File: config.mk
export PLATFORM = sky130hd
export DESIGN_NAME = fault_history_logger
export DESIGN_NICKNAME = d
export VERILOG_FILES = /design/src/fault_log_pkg.sv /design/src/fault_history_logger.sv /design/src/fault_history_store.sv /design/src/persist_timer.sv
export SDC_FILE = /design/constraint.sdc
export NUM_CORES = 2
export LEC_CHECK = 0
export ABC_AREA = 1
export CAP_MARGIN = 15
export CORE_UTILIZATION = 60
export DETAILED_ROUTE_END_ITERATION = 10
export DONT_BUFFER_PORTS = 1
export MAX_ROUTING_LAYER = met4
export PLACE_DENSITY = 0.76
export SYNTH_ARGS = -nofsm -noshare
export SYNTH_HDL_FRONTEND = slang
export SYNTH_SLANG_ARGS = --single-unit
File: constraint.sdc
create_clock -name CLOCK -period 5.5 [get_ports CLOCK]
set_clock_uncertainty 0.1 [all_clocks]
set_input_delay 0.825 -clock CLOCK [delete_from_list [all_inputs] [get_ports CLOCK]]
set_output_delay 0.825 -clock CLOCK [all_outputs]
set_load 0.02 [all_outputs]
File: src/fault_log_pkg.sv
`default_nettype none
package fault_log_pkg;

    // ----------------------------------------
    // Timing
    // ----------------------------------------
    // System clock rate in hertz.
    localparam int CLK_HZ = 25_000_000;
    // Sustained overload judging interval in seconds.
    localparam int LONG_OVLD_S = 60;
    // Short-term overload judging interval in seconds.
    localparam int SHORT_OVLD_S = 1;
    // Interval lengths in clock cycles.
    localparam int LONG_OVLD_CYC = LONG_OVLD_S * CLK_HZ;
    localparam int SHORT_OVLD_CYC = SHORT_OVLD_S * CLK_HZ;

    // ----------------------------------------
    // Record layout
    // ----------------------------------------
    localparam int HIST_DEPTH = 16;
    localparam int HRS_W = 17;
    localparam int MIN_W = 6;
    localparam int CODE_W = 16;
    localparam int REC_W = HRS_W + MIN_W + CODE_W;

    // ----------------------------------------
    // Register map
    // ----------------------------------------
    localparam logic [7:0] A_ACTIVE = 8'h00;
    localparam logic [7:0] A_TOTAL = 8'h01;
    localparam logic [7:0] A_AUTO = 8'h02;
    localparam logic [7:0] A_HOURS = 8'h03;
    localparam logic [7:0] A_CTRL = 8'h04;
    localparam logic [7:0] A_STAT = 8'h05;
    localparam logic [7:0] A_MASK = 8'h06;
    localparam logic [7:0] A_WARN = 8'h07;
    localparam logic [7:0] A_HS_MAX = 8'h08;
    localparam logic [7:0] A_HS_MIN = 8'h09;
    localparam logic [7:0] A_IN_MAX = 8'h0a;
    localparam logic [7:0] A_IN_MIN = 8'h0b;
    localparam logic [7:0] A_CAP_MAX = 8'h0c;
    localparam logic [3:0] A_TIME_PAGE = 4'h2;
    localparam logic [3:0] A_CODE_PAGE = 4'h3;

    // Reset values of the threshold registers, in degrees.
    localparam logic [7:0] WARN_RST = 8'h05;
    localparam logic [7:0] HS_MAX_RST = 8'h5a;
    localparam logic [7:0] HS_MIN_RST = 8'h00;
    localparam logic [7:0] IN_MAX_RST = 8'h46;
    localparam logic [7:0] IN_MIN_RST = 8'h00;
    localparam logic [7:0] CAP_MAX_RST = 8'h55;

    // Control and status bit positions.
    localparam int CTRL_AUTO_BIT = 0;
    localparam int CTRL_ACK_BIT = 1;
    localparam int STAT_W = 4;

    // ----------------------------------------
    // Fault codes
    // ----------------------------------------
    localparam logic [6:0] GRP_OVLD = 7'h01;
    localparam logic [6:0] GRP_HS = 7'h02;
    localparam logic [6:0] GRP_IN = 7'h03;
    localparam logic [6:0] GRP_MOTOR = 7'h04;
    localparam logic [6:0] SUB_0 = 7'h00;
    localparam logic [6:0] SUB_1 = 7'h01;
    localparam logic [6:0] SUB_2 = 7'h02;
    localparam logic [6:0] SUB_3 = 7'h03;
    localparam logic [15:0] CODE_NONE = 16'h0000;
    localparam logic [15:0] CODE_OVERCUR = 16'h0507;
    localparam logic [15:0] CODE_OVERVOLT = 16'h0700;

    // Fault state: clear or holding an active fault.
    typedef enum logic {ST_CLEAR = 1'b0, ST_FAULT = 1'b1} fault_state_t;

    // Two decimal digits of a value below one hundred.
    function automatic logic [7:0] bcd2(input logic [6:0] v);
        logic [6:0] tens;
        tens = v / 7'd10;
        bcd2 = {tens[3:0], 4'(v - tens * 7'd10)};
    endfunction

    // Four-digit code from a group and a subcode.
    function automatic logic [15:0] code_of(input logic [6:0] grp, input logic [6:0] sub);
        code_of = {bcd2(grp), bcd2(sub)};
    endfunction

endpackage
`default_nettype wire

File: src/fault_history_logger.sv
// Added by the designer: the strobed register port and the register addresses.
`timescale 1ns/1ns
`default_nettype none
// Contract
// - Keep sixteen newest faults, newest first.
// - Slots three to sixteen follow in order.
// - Record holds hours, minutes and code.
// - Total fault counter never clears.
// - Hours readable and used as stamp.
// - Panel or linked input clears fault.
// - Auto clear only overcurrent and overvoltage.
// - Count automatic clears separately.
// - Active fault code readable separately.
// - No fault reads as code zero.
// - Overload group one, subcodes zero to three.
// - Sustained sixty seconds, short-term one second.
// - Heat sink group two, hot/cold.
// - Interior group three, subcodes zero, one, three.
// - Motor group four, subcode zero.
// - Maximum temperature trips and raises fault.
// - Warning five degrees below maximum, configurable.
module fault_history_logger
    import fault_log_pkg::*;
#(
    parameter int TW = 32,
    parameter logic [TW-1:0] LONG_CYC = TW'(LONG_OVLD_CYC),
    parameter logic [TW-1:0] SHORT_CYC = TW'(SHORT_OVLD_CYC)
)(
    input wire logic CLOCK,
    input wire logic RST,
    input wire logic [7:0] ADDR,
    input wire logic [31:0] WDATA,
    input wire logic WR,
    input wire logic RD,
    output logic [31:0] RDATA,
    input wire logic EXT_FAULT,
    input wire logic [6:0] EXT_GROUP,
    input wire logic [6:0] EXT_SUB,
    input wire logic OVLD_GEN,
    input wire logic OVLD_LOWF,
    input wire logic OVLD_LONG_LVL,
    input wire logic OVLD_SHORT_LVL,
    input wire logic [7:0] HS_TEMP,
    input wire logic [7:0] IN_TEMP,
    input wire logic [7:0] CAP_TEMP,
    input wire logic MOTOR_OT_PIN,
    input wire logic ACK_PIN,
    input wire logic [HRS_W-1:0] HOURS,
    input wire logic [MIN_W-1:0] MINUTES,
    output logic [CODE_W-1:0] FAULT_CODE,
    output logic TRIP,
    output logic HS_WARN,
    output logic IN_WARN,
    output logic IRQ
);

    // ----------------------------------------
    // State and registers
    // ----------------------------------------
    // Fault state machine.
    fault_state_t st_q;
    fault_state_t st_d;
    // Active fault code, zero while clear.
    logic [CODE_W-1:0] active_q;
    logic [CODE_W-1:0] active_d;
    // Fault counters.
    logic [31:0] total_q;
    logic [31:0] auto_q;
    // Automatic acknowledge enable.
    logic auto_en_q;
    // Sticky event status and its mask.
    logic [STAT_W-1:0] stat_q;
    logic [STAT_W-1:0] stat_d;
    logic [STAT_W-1:0] mask_q;
    // Thresholds in degrees.
    logic [7:0] warn_q;
    logic [7:0] hs_max_q;
    logic [7:0] hs_min_q;
    logic [7:0] in_max_q;
    logic [7:0] in_min_q;
    logic [7:0] cap_max_q;
    // Registered warning outputs and read data.
    logic hs_warn_q;
    logic in_warn_q;
    logic [31:0] rdata_q;
    // Pin synchronisers; stage one is read only by stage two.
    logic ack_s1_q;
    logic ack_s2_q;
    logic ack_s3_q;
    logic mot_s1_q;
    logic mot_s2_q;

    // ----------------------------------------
    // Pin synchronisers
    // ----------------------------------------
    // The acknowledge and motor sensor pins come from outside the clock domain.
    always_ff @(posedge CLOCK)
    begin
        if (RST)
        begin
            ack_s1_q <= 1'b0;
            ack_s2_q <= 1'b0;
            ack_s3_q <= 1'b0;
            mot_s1_q <= 1'b0;
            mot_s2_q <= 1'b0;
        end
        else
        begin
            ack_s1_q <= ACK_PIN;
            ack_s2_q <= ack_s1_q;
            ack_s3_q <= ack_s2_q;
            mot_s1_q <= MOTOR_OT_PIN;
            mot_s2_q <= mot_s1_q;
        end
    end

    // ----------------------------------------
    // Overload interval timers
    // ----------------------------------------
    // Hits after the level has stood a full interval.
    logic long_hit;
    logic short_hit;

    persist_timer #(.CW(TW), .LIMIT(LONG_CYC)) u_long
    (
        .clk(CLOCK),
        .rst(RST),
        .level(OVLD_LONG_LVL),
        .hit(long_hit)
    );

    persist_timer #(.CW(TW), .LIMIT(SHORT_CYC)) u_short
    (
        .clk(CLOCK),
        .rst(RST),
        .level(OVLD_SHORT_LVL),
        .hit(short_hit)
    );

    // ----------------------------------------
    // Temperature monitoring
    // ----------------------------------------
    // Reaching a maximum or falling below a minimum is a fault.
    wire hs_hot = (HS_TEMP >= hs_max_q);
    wire hs_cold = (HS_TEMP < hs_min_q);
    wire in_hot = (IN_TEMP >= in_max_q);
    wire in_cold = (IN_TEMP < in_min_q);
    wire cap_hot = (CAP_TEMP >= cap_max_q);
    // Warning band sums are one bit wider so they cannot wrap.
    wire hs_near = ({1'b0, HS_TEMP} + {1'b0, warn_q} >= {1'b0, hs_max_q});
    wire in_near = ({1'b0, IN_TEMP} + {1'b0, warn_q} >= {1'b0, in_max_q});
    wire warn_rise = (hs_near & ~hs_warn_q) | (in_near & ~in_warn_q);

    // ----------------------------------------
    // Fault selection
    // ----------------------------------------
    // Fixed priority; only the first fault while clear is taken, so a burst logs once.
    wire [CODE_W-1:0] new_code =
        EXT_FAULT ? code_of(EXT_GROUP, EXT_SUB) :
        hs_hot ? code_of(GRP_HS, SUB_0) :
        in_hot ? code_of(GRP_IN, SUB_0) :
        cap_hot ? code_of(GRP_IN, SUB_3) :
        mot_s2_q ? code_of(GRP_MOTOR, SUB_0) :
        short_hit ? code_of(GRP_OVLD, SUB_3) :
        long_hit ? code_of(GRP_OVLD, SUB_2) :
        OVLD_LOWF ? code_of(GRP_OVLD, SUB_1) :
        OVLD_GEN ? code_of(GRP_OVLD, SUB_0) :
        hs_cold ? code_of(GRP_HS, SUB_1) :
        in_cold ? code_of(GRP_IN, SUB_1) : CODE_NONE;
    wire new_valid = EXT_FAULT | hs_hot | in_hot | cap_hot | mot_s2_q | short_hit
        | long_hit | OVLD_LOWF | OVLD_GEN | hs_cold | in_cold;
    wire accept = new_valid && (st_q == ST_CLEAR);

    // ----------------------------------------
    // Acknowledge
    // ----------------------------------------
    // A panel write of the acknowledge bit or a rising linked input clears.
    wire wr_ctrl = WR && (ADDR == A_CTRL);
    wire panel_ack = wr_ctrl && WDATA[CTRL_ACK_BIT];
    wire link_ack = ack_s2_q & ~ack_s3_q;
    wire ext_ack = panel_ack | link_ack;
    // Only the two listed codes ever clear themselves.
    wire auto_code = (active_q == CODE_OVERCUR) || (active_q == CODE_OVERVOLT);
    wire auto_ack = auto_en_q && (st_q == ST_FAULT) && auto_code && !ext_ack;
    wire do_clear = (st_q == ST_FAULT) && (ext_ack | auto_ack);

    // ----------------------------------------
    // Fault state machine
    // ----------------------------------------
    // A condition still present after a clear is taken again next cycle.
    always_comb
    begin
        st_d = st_q;
        active_d = active_q;
        case (st_q)
            ST_CLEAR:
            begin
                if (accept)
                begin
                    st_d = ST_FAULT;
                    active_d = new_code;
                end
            end
            ST_FAULT:
            begin
                if (do_clear)
                begin
                    st_d = ST_CLEAR;
                    active_d = CODE_NONE;
                end
            end
            default:
            begin
                st_d = ST_CLEAR;
                active_d = CODE_NONE;
            end
        endcase
    end

    // ----------------------------------------
    // History store
    // ----------------------------------------
    // Each record is stamped with the live hours and minutes.
    wire [REC_W-1:0] new_rec = {HOURS, MINUTES, new_code};
    wire [REC_W-1:0] slot_rec;

    fault_history_store #(.DEPTH(HIST_DEPTH), .W(REC_W)) u_hist
    (
        .clk(CLOCK),
        .rst(RST),
        .push(accept),
        .rec_in(new_rec),
        .rd_idx(ADDR[3:0]),
        .rd_rec(slot_rec)
    );

    // ----------------------------------------
    // Status and interrupt
    // ----------------------------------------
    // Events: logged, cleared, cleared automatically, warning entered.
    wire rd_stat = RD && (ADDR == A_STAT);
    wire [STAT_W-1:0] stat_set = {warn_rise, auto_ack, do_clear, accept};
    // A set in the same cycle as the clearing read wins.
    assign stat_d = (rd_stat ? '0 : stat_q) | stat_set;

    // ----------------------------------------
    // Read decode
    // ----------------------------------------
    wire [31:0] rd_word =
        (ADDR == A_ACTIVE) ? {16'h0000, active_q} :
        (ADDR == A_TOTAL) ? total_q :
        (ADDR == A_AUTO) ? auto_q :
        (ADDR == A_HOURS) ? {9'h000, HOURS, MINUTES} :
        (ADDR == A_CTRL) ? {31'h00000000, auto_en_q} :
        (ADDR == A_STAT) ? {28'h0000000, stat_q} :
        (ADDR == A_MASK) ? {28'h0000000, mask_q} :
        (ADDR == A_WARN) ? {24'h000000, warn_q} :
        (ADDR == A_HS_MAX) ? {24'h000000, hs_max_q} :
        (ADDR == A_HS_MIN) ? {24'h000000, hs_min_q} :
        (ADDR == A_IN_MAX) ? {24'h000000, in_max_q} :
        (ADDR == A_IN_MIN) ? {24'h000000, in_min_q} :
        (ADDR == A_CAP_MAX) ? {24'h000000, cap_max_q} :
        (ADDR[7:4] == A_TIME_PAGE) ? {9'h000, slot_rec[REC_W-1:CODE_W]} :
        (ADDR[7:4] == A_CODE_PAGE) ? {16'h0000, slot_rec[CODE_W-1:0]} :
        32'h00000000;

    // ----------------------------------------
    // Fault registers
    // ----------------------------------------
    always_ff @(posedge CLOCK)
    begin
        if (RST)
        begin
            st_q <= ST_CLEAR;
            active_q <= CODE_NONE;
            total_q <= 32'h00000000;
            auto_q <= 32'h00000000;
        end
        else
        begin
            st_q <= st_d;
            active_q <= active_d;
            total_q <= total_q + {31'h00000000, accept};
            auto_q <= auto_q + {31'h00000000, auto_ack};
        end
    end

    // ----------------------------------------
    // Software registers
    // ----------------------------------------
    // Unmapped writes are dropped; only the low byte of a threshold is kept.
    always_ff @(posedge CLOCK)
    begin
        if (RST)
        begin
            auto_en_q <= 1'b0;
            mask_q <= '0;
            warn_q <= WARN_RST;
            hs_max_q <= HS_MAX_RST;
            hs_min_q <= HS_MIN_RST;
            in_max_q <= IN_MAX_RST;
            in_min_q <= IN_MIN_RST;
            cap_max_q <= CAP_MAX_RST;
        end
        else if (WR)
        begin
            if (ADDR == A_CTRL)
                auto_en_q <= WDATA[CTRL_AUTO_BIT];
            else if (ADDR == A_MASK)
                mask_q <= WDATA[STAT_W-1:0];
            else if (ADDR == A_WARN)
                warn_q <= WDATA[7:0];
            else if (ADDR == A_HS_MAX)
                hs_max_q <= WDATA[7:0];
            else if (ADDR == A_HS_MIN)
                hs_min_q <= WDATA[7:0];
            else if (ADDR == A_IN_MAX)
                in_max_q <= WDATA[7:0];
            else if (ADDR == A_IN_MIN)
                in_min_q <= WDATA[7:0];
            else if (ADDR == A_CAP_MAX)
                cap_max_q <= WDATA[7:0];
        end
    end

    // ----------------------------------------
    // Outputs
    // ----------------------------------------
    // Read data stands only in the cycle after the strobe.
    always_ff @(posedge CLOCK)
    begin
        if (RST)
        begin
            rdata_q <= 32'h00000000;
            stat_q <= '0;
            hs_warn_q <= 1'b0;
            in_warn_q <= 1'b0;
        end
        else
        begin
            rdata_q <= RD ? rd_word : 32'h00000000;
            stat_q <= stat_d;
            hs_warn_q <= hs_near;
            in_warn_q <= in_near;
        end
    end

    assign RDATA = rdata_q;
    assign FAULT_CODE = active_q;
    assign TRIP = (st_q == ST_FAULT);
    assign HS_WARN = hs_warn_q;
    assign IN_WARN = in_warn_q;
    assign IRQ = |(stat_q & mask_q);

    // ----------------------------------------
    // Assertions
    // ----------------------------------------
    property p_none_zero;
        @(posedge CLOCK) disable iff (RST) (st_q == ST_CLEAR) |-> (FAULT_CODE == CODE_NONE);
    endproperty
    a_none_zero: assert property (p_none_zero) else $error("clear but code set");

    property p_log_code;
        @(posedge CLOCK) disable iff (RST) accept |=> TRIP && FAULT_CODE == $past(new_code);
    endproperty
    a_log_code: assert property (p_log_code) else $error("active code wrong");

    property p_total;
        @(posedge CLOCK) disable iff (RST) accept |=> total_q == $past(total_q) + 32'h1;
    endproperty
    a_total: assert property (p_total) else $error("total count missed");

    property p_ack;
        @(posedge CLOCK) disable iff (RST) (TRIP && ext_ack) |=> !TRIP ##1 1'b1;
    endproperty
    a_ack: assert property (p_ack) else $error("acknowledge ignored");

    property p_auto;
        @(posedge CLOCK) disable iff (RST)
            (TRIP && auto_en_q && auto_code && !ext_ack)
            |=> !TRIP && auto_q == $past(auto_q) + 32'h1;
    endproperty
    a_auto: assert property (p_auto) else $error("auto clear failed");

    property p_no_auto;
        @(posedge CLOCK) disable iff (RST) (TRIP && !auto_code && !ext_ack) |=> TRIP;
    endproperty
    a_no_auto: assert property (p_no_auto) else $error("fault cleared itself");

    property p_hours;
        @(posedge CLOCK) disable iff (RST)
            (RD && ADDR == A_HOURS) |=> RDATA[22:0] == $past({HOURS, MINUTES});
    endproperty
    a_hours: assert property (p_hours) else $error("hours read wrong");

    property p_hot;
        @(posedge CLOCK) disable iff (RST)
            (!TRIP && hs_hot && !EXT_FAULT) |=> FAULT_CODE == 16'h0200;
    endproperty
    a_hot: assert property (p_hot) else $error("heat sink trip missing");

    property p_warn;
        @(posedge CLOCK) disable iff (RST) hs_near |=> HS_WARN;
    endproperty
    a_warn: assert property (p_warn) else $error("warning missing");

    c_log: cover property (@(posedge CLOCK) disable iff (RST) accept);
    c_auto: cover property (@(posedge CLOCK) disable iff (RST) auto_ack);
    c_link: cover property (@(posedge CLOCK) disable iff (RST) TRIP && link_ack);
endmodule
`default_nettype wire

File: src/fault_history_store.sv
`timescale 1ns/1ns
`default_nettype none
// Sixteen-deep shift store of fault records, newest in slot zero.
module fault_history_store
    import fault_log_pkg::*;
#(
    parameter int DEPTH = HIST_DEPTH,
    parameter int W = REC_W
)(
    input wire logic clk,
    input wire logic rst,
    input wire logic push,
    input wire logic [W-1:0] rec_in,
    input wire logic [$clog2(DEPTH)-1:0] rd_idx,
    output logic [W-1:0] rd_rec
);
    // Record storage, index zero is the newest.
    logic [W-1:0] mem_q [DEPTH];

    // ----------------------------------------
    // Shift on push
    // ----------------------------------------
    // Every slot moves one older and the oldest falls off.
    always_ff @(posedge clk)
    begin
        if (rst)
            mem_q <= '{default: '0};
        else if (push)
        begin
            // The new record lands in the newest slot in the same update.
            mem_q[0] <= rec_in;
            for (int i = 1; i < DEPTH; i++)
                mem_q[i] <= mem_q[i-1];
        end
    end

    assign rd_rec = mem_q[rd_idx];

    property p_newest;
        @(posedge clk) disable iff (rst) push |=> mem_q[0] == $past(rec_in);
    endproperty
    a_newest: assert property (p_newest) else $error("newest slot wrong");
    property p_shift;
        @(posedge clk) disable iff (rst) push |=> mem_q[DEPTH-1] == $past(mem_q[DEPTH-2]);
    endproperty
    a_shift: assert property (p_shift) else $error("history did not shift");
endmodule
`default_nettype wire

File: src/persist_timer.sv
`timescale 1ns/1ns
`default_nettype none
// Flags a level that has stood for a whole interval.
module persist_timer
    import fault_log_pkg::*;
#(
    parameter int CW = 32,
    parameter logic [CW-1:0] LIMIT = CW'(SHORT_OVLD_CYC)
)(
    input wire logic clk,
    input wire logic rst,
    input wire logic level,
    output logic hit
);
    // Cycles the level has stood so far; saturates at the limit.
    logic [CW-1:0] cnt_q;
    logic [CW-1:0] cnt_d;

    // ----------------------------------------
    // Counter
    // ----------------------------------------
    // Any drop of the level restarts the interval.
    assign cnt_d = !level ? '0 : (cnt_q == LIMIT) ? cnt_q : cnt_q + 1'b1;
    assign hit = (cnt_q == LIMIT);

    // Counter register.
    always_ff @(posedge clk)
    begin
        if (rst)
            cnt_q <= '0;
        else
            cnt_q <= cnt_d;
    end

    // A drop of the level ends the flag at the next edge.
    property p_drop;
        @(posedge clk) disable iff (rst) !level |=> !hit;
    endproperty
    a_drop: assert property (p_drop) else $error("timer held after drop");
endmodule
`default_nettype wire
Yosys cells after proc, flatten, opt, wreduce, memory -nomap -nowiden
Index checks and enable logic that the tools add are counted.
{ "totals": {"ff_bits": 865, "input_bits": 112, "elab_cells": 174} }
{ "classes": {"add_sub_neg": 8, "multipliers": 2, "div_mod_pow": 2, "n_lt_le_gt_ge": 8, "eq_ne": 20, "n_mux": 36, "n_bitwise": 33, "reduce_logical": 25} }
{ "op_table": {"columns": ["op", "n"], "rows": [
  ["$mux 23", 11],
  ["$bmux 39 s4", 1],
  ["$mux 16", 5],
  ["$mux 39", 2],
  ["$add 32x1->32", 2],
  ["$add 32x1->32 const B", 2],
  ["$mux 32", 2],
  ["$mux 10", 6],
  ["$mux 11", 4],
  ["$eq 8x4->1 const B", 5],
  ["$eq 16x11->1 const B", 2],
  ["$eq 32x25->1 const B", 1],
  ["$eq 32x31->1 const B", 1],
  ["$eq 8x3->1 const B", 4],
  ["$pmux 16 s2", 1],
  ["$ge 8x8->1", 3],
  ["$add 8x8->9", 2],
  ["$ge 9x8->1", 2],
  ["$eq 8x2->1 const B", 2],
  ["$lt 8x8->1", 2],
  ["$div 7x4->7 const B", 2],
  ["$mul 7x3->3 const B", 2],
  ["$not 1->1", 14],
  ["$or 1x1->1", 13],
  ["28 further kinds", 43]
]} }

Longest topological paths before layout
{ "logic_depth": {"depth_word": 19, "depth_mapped": 36} }

Modules after synthesis
A second synthesis with hierarchy kept.
{ "unflattened": {"cells_unflattened": 6196, "area_unflattened_um2": 43270.2} }
{ "modules_own_cells": {"columns": ["module", "n_inst", "cells_per_inst", "area_each_um2", "seq_area_each_um2"], "rows": [
  ["fault_history_store", 1, 3966, 28447.3, 12492.0],
  ["fault_history_logger", 1, 1541, 10716.5, 3543.4],
  ["persist_timer at u_short", 1, 353, 2087.0, 640.6],
  ["persist_timer at u_long", 1, 336, 2019.4, 640.6]
]} }

Worst setup path before layout
No wires, ideal clock.
{ "synth_timing": {"path_kind": "in2reg", "start": "in IN_TEMP[7]", "end": "reg total_q[30]", "t_arrival_ns": 4.117, "required_time_ns": 5.285, "setup_slack_ns": 1.168, "cell_stages": 27, "path_cell_list": "ha_1 a21oi_1 o21a_1 a21boi_0 inv_1 nand2_1 nor2_1 nand2_2 nand2_2 clkinv_2 buf_6 buf_6 buf_4 ha_1 ha_1 nand2_1 nor2_1 inv_2 nor3_4 nand3_2 nor3_1 nand2_1 nor2_1 nand2_1 nor4_1 a21oi_1 o21a_1"} }
{ "synth_between": {"elab_chain_cells": 12, "word_cells_on_any_way": 13} }
{ "synth_rtl": {"columns": ["item", "line_no", "source"], "rows": [
  ["start: declaration", "fault_history_logger.sv:44", "input wire logic [7:0] IN_TEMP,"],
  ["$ge 8x8->1", "fault_history_logger.sv:146", "wire in_hot = (IN_TEMP >= in_max_q);"],
  ["$or 1x1->1 (4 in series)", "fault_history_logger.sv:170", "wire new_valid = EXT_FAULT | hs_hot | in_hot | cap_hot | mot_s2_q | short_hit"],
  ["$or 1x1->1 (4 in series)", "fault_history_logger.sv:171", "| long_hit | OVLD_LOWF | OVLD_GEN | hs_cold | in_cold;"],
  ["$or 1x1->1 *", "fault_history_logger.sv:171", null],
  ["$logic_and 1x1->1 *", "fault_history_logger.sv:172", "wire accept = new_valid && (st_q == ST_CLEAR);"],
  ["via accept", "fault_history_logger.sv:172", null],
  ["$add 32x1->32 *", "fault_history_logger.sv:283", "total_q <= total_q + {31'h00000000, accept};"],
  ["end signal: assignment", "fault_history_logger.sv:283", null],
  ["end: declaration", "fault_history_logger.sv:67", "logic [31:0] total_q;"]
]} }
Mark *: on every way through the listed nets, which the timed path passes. The rest lies on a longest branch.
A chain may end at the register's enable or synchronous reset.

Final worst setup path
{ "layout_timing": {"start": "reg hs_max_q[7]", "end": "reg total_q[24]"} }
{ "layout_between": {"elab_chain_cells": 13} }
{ "layout_rtl": {"columns": ["item", "line_no", "source"], "rows": [
  ["start: declaration", "fault_history_logger.sv:77", "logic [7:0] hs_max_q;"],
  ["start signal: assignment", "fault_history_logger.sv:314", "hs_max_q <= WDATA[7:0];"],
  ["$ge 8x8->1", "fault_history_logger.sv:144", "wire hs_hot = (HS_TEMP >= hs_max_q);"],
  ["$or 1x1->1 (5 in series)", "fault_history_logger.sv:170", null],
  ["$or 1x1->1 (5 in series)", "fault_history_logger.sv:171", null],
  ["$logic_and 1x1->1", "fault_history_logger.sv:172", null],
  ["$add 32x1->32", "fault_history_logger.sv:283", null]
]} }
Every way passes these cells.

==> results.sh <==
export IMPL_status="completed"
export IMPL_clkLatencyLatePin_ns=0.65
export IMPL_layout_cells_non_filler=6132
export IMPL_cts_sinks=865
export IMPL_path_max_fanout=50
export IMPL_final_cell_area_um2=42100
export IMPL_synth_top_family_by_area="compound AO/OA/AOI/OAI gates"
export IMPL_slowest_stage="dfxtp_1"
export IMPL_grt_overflow=0
export IMPL_synth_xor_area_share=0.00530
export IMPL_place_area_um2=39200
export IMPL_nets=5406
export IMPL_hold_class="in -> reg"
export IMPL_ctsHtreeMaxLevel=3
export IMPL_drtIter0Drc=3545
export IMPL_slowest_delay_ns=0.34
export IMPL_track_usage=0.316
export IMPL_drive_above_1_share=0.0527
export IMPL_p_total_mw=14.4
export IMPL_drc=0
export IMPL_synth_seq_cells=865
export IMPL_yosysTopAreaCell="dfxtp_1"
export IMPL_synth_edf_count=0
export IMPL_post_cts_buffers=0
export IMPL_slew_headroom=0.193
export IMPL_wl_per_cell_um=17.2
export IMPL_yosysWarnings=0
export IMPL_synth_cell_types=64
export IMPL_cts_repair_resized=0
export IMPL_coreArea_um2=64700
export IMPL_synth_compound_area_frac=0.221
export IMPL_setup_violations=0
export IMPL_dr_total_vias=35400
export IMPL_cts_buffers=88
export IMPL_setup_tns_ns=0
export IMPL_io_pins=164
export IMPL_fp_row_count=93
export IMPL_rsz0062_at_grt="false"
export IMPL_fmax_mhz=216
export IMPL_holdWs_ns=0.146
export IMPL_synth_mux_area_frac=0
export IMPL_syn_instance_count=5395
export IMPL_cts_hold_buf=0
export IMPL_pre_cts_ws_ns=0.655
export IMPL_async_flop_share=0
export IMPL_syn_num_nets=5595
export IMPL_synth_area_leaders="dfxtp_1 (44%), nor2_1 (10%), o21ai_0 (9.0%)"
export IMPL_criticalPathCategory="reg -> reg"
export IMPL_crit_top_cell="nor2_1"
export IMPL_gp_congestion=0.936
export IMPL_synth_fa_ha_area_frac=0.0287
export IMPL_yosysSeqAreaShare=0.439
export IMPL_p_leak_nw=16.7
export IMPL_ir_drop_v=0.000322
export IMPL_synth_top_cell_area_share=0.439
export IMPL_vias_per_cell=5.77
export IMPL_clkSlewWorstSetupHoldPaths_ns=0.06
export IMPL_hpwl_um=65100
export IMPL_die_h_um=258
export IMPL_postSynthAreaPerCell_um2=7.30
export IMPL_start_util=0.609
export IMPL_routed_wl_um=105000
export IMPL_die_w_um=258
export IMPL_post_route_util=0.651
export IMPL_endpoint_kind="flop"
export IMPL_grt_pass1_wl_um=167000
export IMPL_portBuffers=0
export IMPL_cp_arrival_ns=5.08
export IMPL_min_period_over_period=0.840
export IMPL_reg2reg_slack_ns=0.88
export IMPL_final_common_cell="nor2_1"
export IMPL_worst_slack_ns=0.881
export IMPL_synth_cell_area_um2=39400
export IMPL_firstDrtPassIters=8
export IMPL_cts_buffer_depth=3
export IMPL_tightest_slew_ns=1.21
export IMPL_cts_root_buf="clkbuf_16"
export IMPL_start_kind="flop"
export IMPL_hold_violations=0
export IMPL_cts_tree="done"
export IMPL_p_per_area_nw_per_um2=342
export IMPL_period_minus_slack_ns=4.62
export IMPL_ant_nets=0
export IMPL_die_area_um2=66700
export IMPL_first_global_vias=31600
export IMPL_critical_path_required_ns=5.96
export IMPL_synthToLayoutAreaGrowth_pct=6.82
export IMPL_yosys_area_share_simple=0.218
export IMPL_grt_max_degree=289
export IMPL_dp_cells=5971
export IMPL_slew_violations=0
export IMPL_antenna_found_initial=1
export IMPL_ys_flop_type="dfxtp_1"
export IMPL_layout_common_cells="nor2_1 (1089), dfxtp_1 (865), o21ai_0 (711)"
export IMPL_max_cap_viol_count=0
## state kept, by name, summed over array words and instances (netlist names), 4 cells and up
register,cells
RDATA,32
total_q,32
u_long.cnt_q,32
FAULT_CODE,16
warn_q,8
auto_q,32
hs_max_q,8
u_hist.mem_q,624
hs_min_q,8
u_short.cnt_q,32
in_min_q,8
cap_max_q,8
in_max_q,8
stat_q,4
mask_q,4
## layout make-up
type / instances / area, µm²
repair buffers: 45 / 425
multi-input cells: 3771 / 18700
diodes: 1 / 2.50
fillers: 5754 / 22600
clock inverters: 29 / 372
clock buffers: 131 / 2570
inverters: 435 / 1660
well taps: 855 / 1070
flip-flops and latches: 865 / 17300
## final timing paths
check	to	depth (start not counted)	start
max	total_q[24]$_SDFF_PP0_	30	hs_max_q[7]$_SDFFE_PP0P_
min	mot_s1_q$_SDFF_PP0_	1	RST
max reg2reg	total_q[24]$_SDFF_PP0_	30	hs_max_q[7]$_SDFFE_PP0P_
min reg2reg	ack_s2_q$_SDFF_PP0_	2	ack_s1_q$_SDFF_PP0_
## kinds of logic after synthesis
family                   after synthesis
flip-flops                           865
XOR/XNOR                              23
AO/OA/AOI/OAI                       1584
AND/OR/NAND/NOR                     2076
adder cells (fa/ha/maj)               88
buffers and inverters                759
## cell usage after synthesis, types with 12 or more instances
cell         n
dfxtp_1    865
nand3_1     74
xor2_1      12
inv_2       25
o21ai_0    711
o21a_1      16
buf_6       47
nand4_1     82
a21oi_1    445
nor2_1    1092
clkbuf_2    22
nor3_1      81
inv_1      404
nor4_1      20
ha_1        84
o22ai_1    102
buf_1       14
clkbuf_1   148
buf_4       26
nor2_2      16
nand2_1    646
a22oi_1    151
buf_2       64
o21ai_1     88
nor3b_1     16
o221ai_1    12
nand2_2     13
## per-layer routing
| metal | wire length, µm | share of wire | track usage | vias to the layer above |
|---|---|---|---|---|
| met5 | 0 | 0 | - | - |
| met4 | 2930 | 0.028 | 0.106 | 0 |
| met3 | 8550 | 0.081 | 0.0525 | 175 |
| met2 | 46700 | 0.44 | 0.478 | 1206 |
| met1 | 47000 | 0.45 | 0.429 | 16300 |
| li1 | - | - | - | 17700 |
## where the power goes
group	internal, mW	switching, mW	leakage (nW)
combinational	0.463	0.915	8.15
sequential	6.63	0.268	7.10
clock	3.58	2.54	1.46
total	10.7	3.72	16.7
## worst max-delay path: cells and delay by family (launching register included)
family                   cells  cell delay (ns)
flip-flops                   1             0.34
buffers and inverters        4             0.39
adder cells (fa/ha/maj)      3             0.70
AO/OA/AOI/OAI                2             0.54
AND/OR/NAND/NOR             21             2.44
No activity file was read; power rests on OpenSTA's default activity.
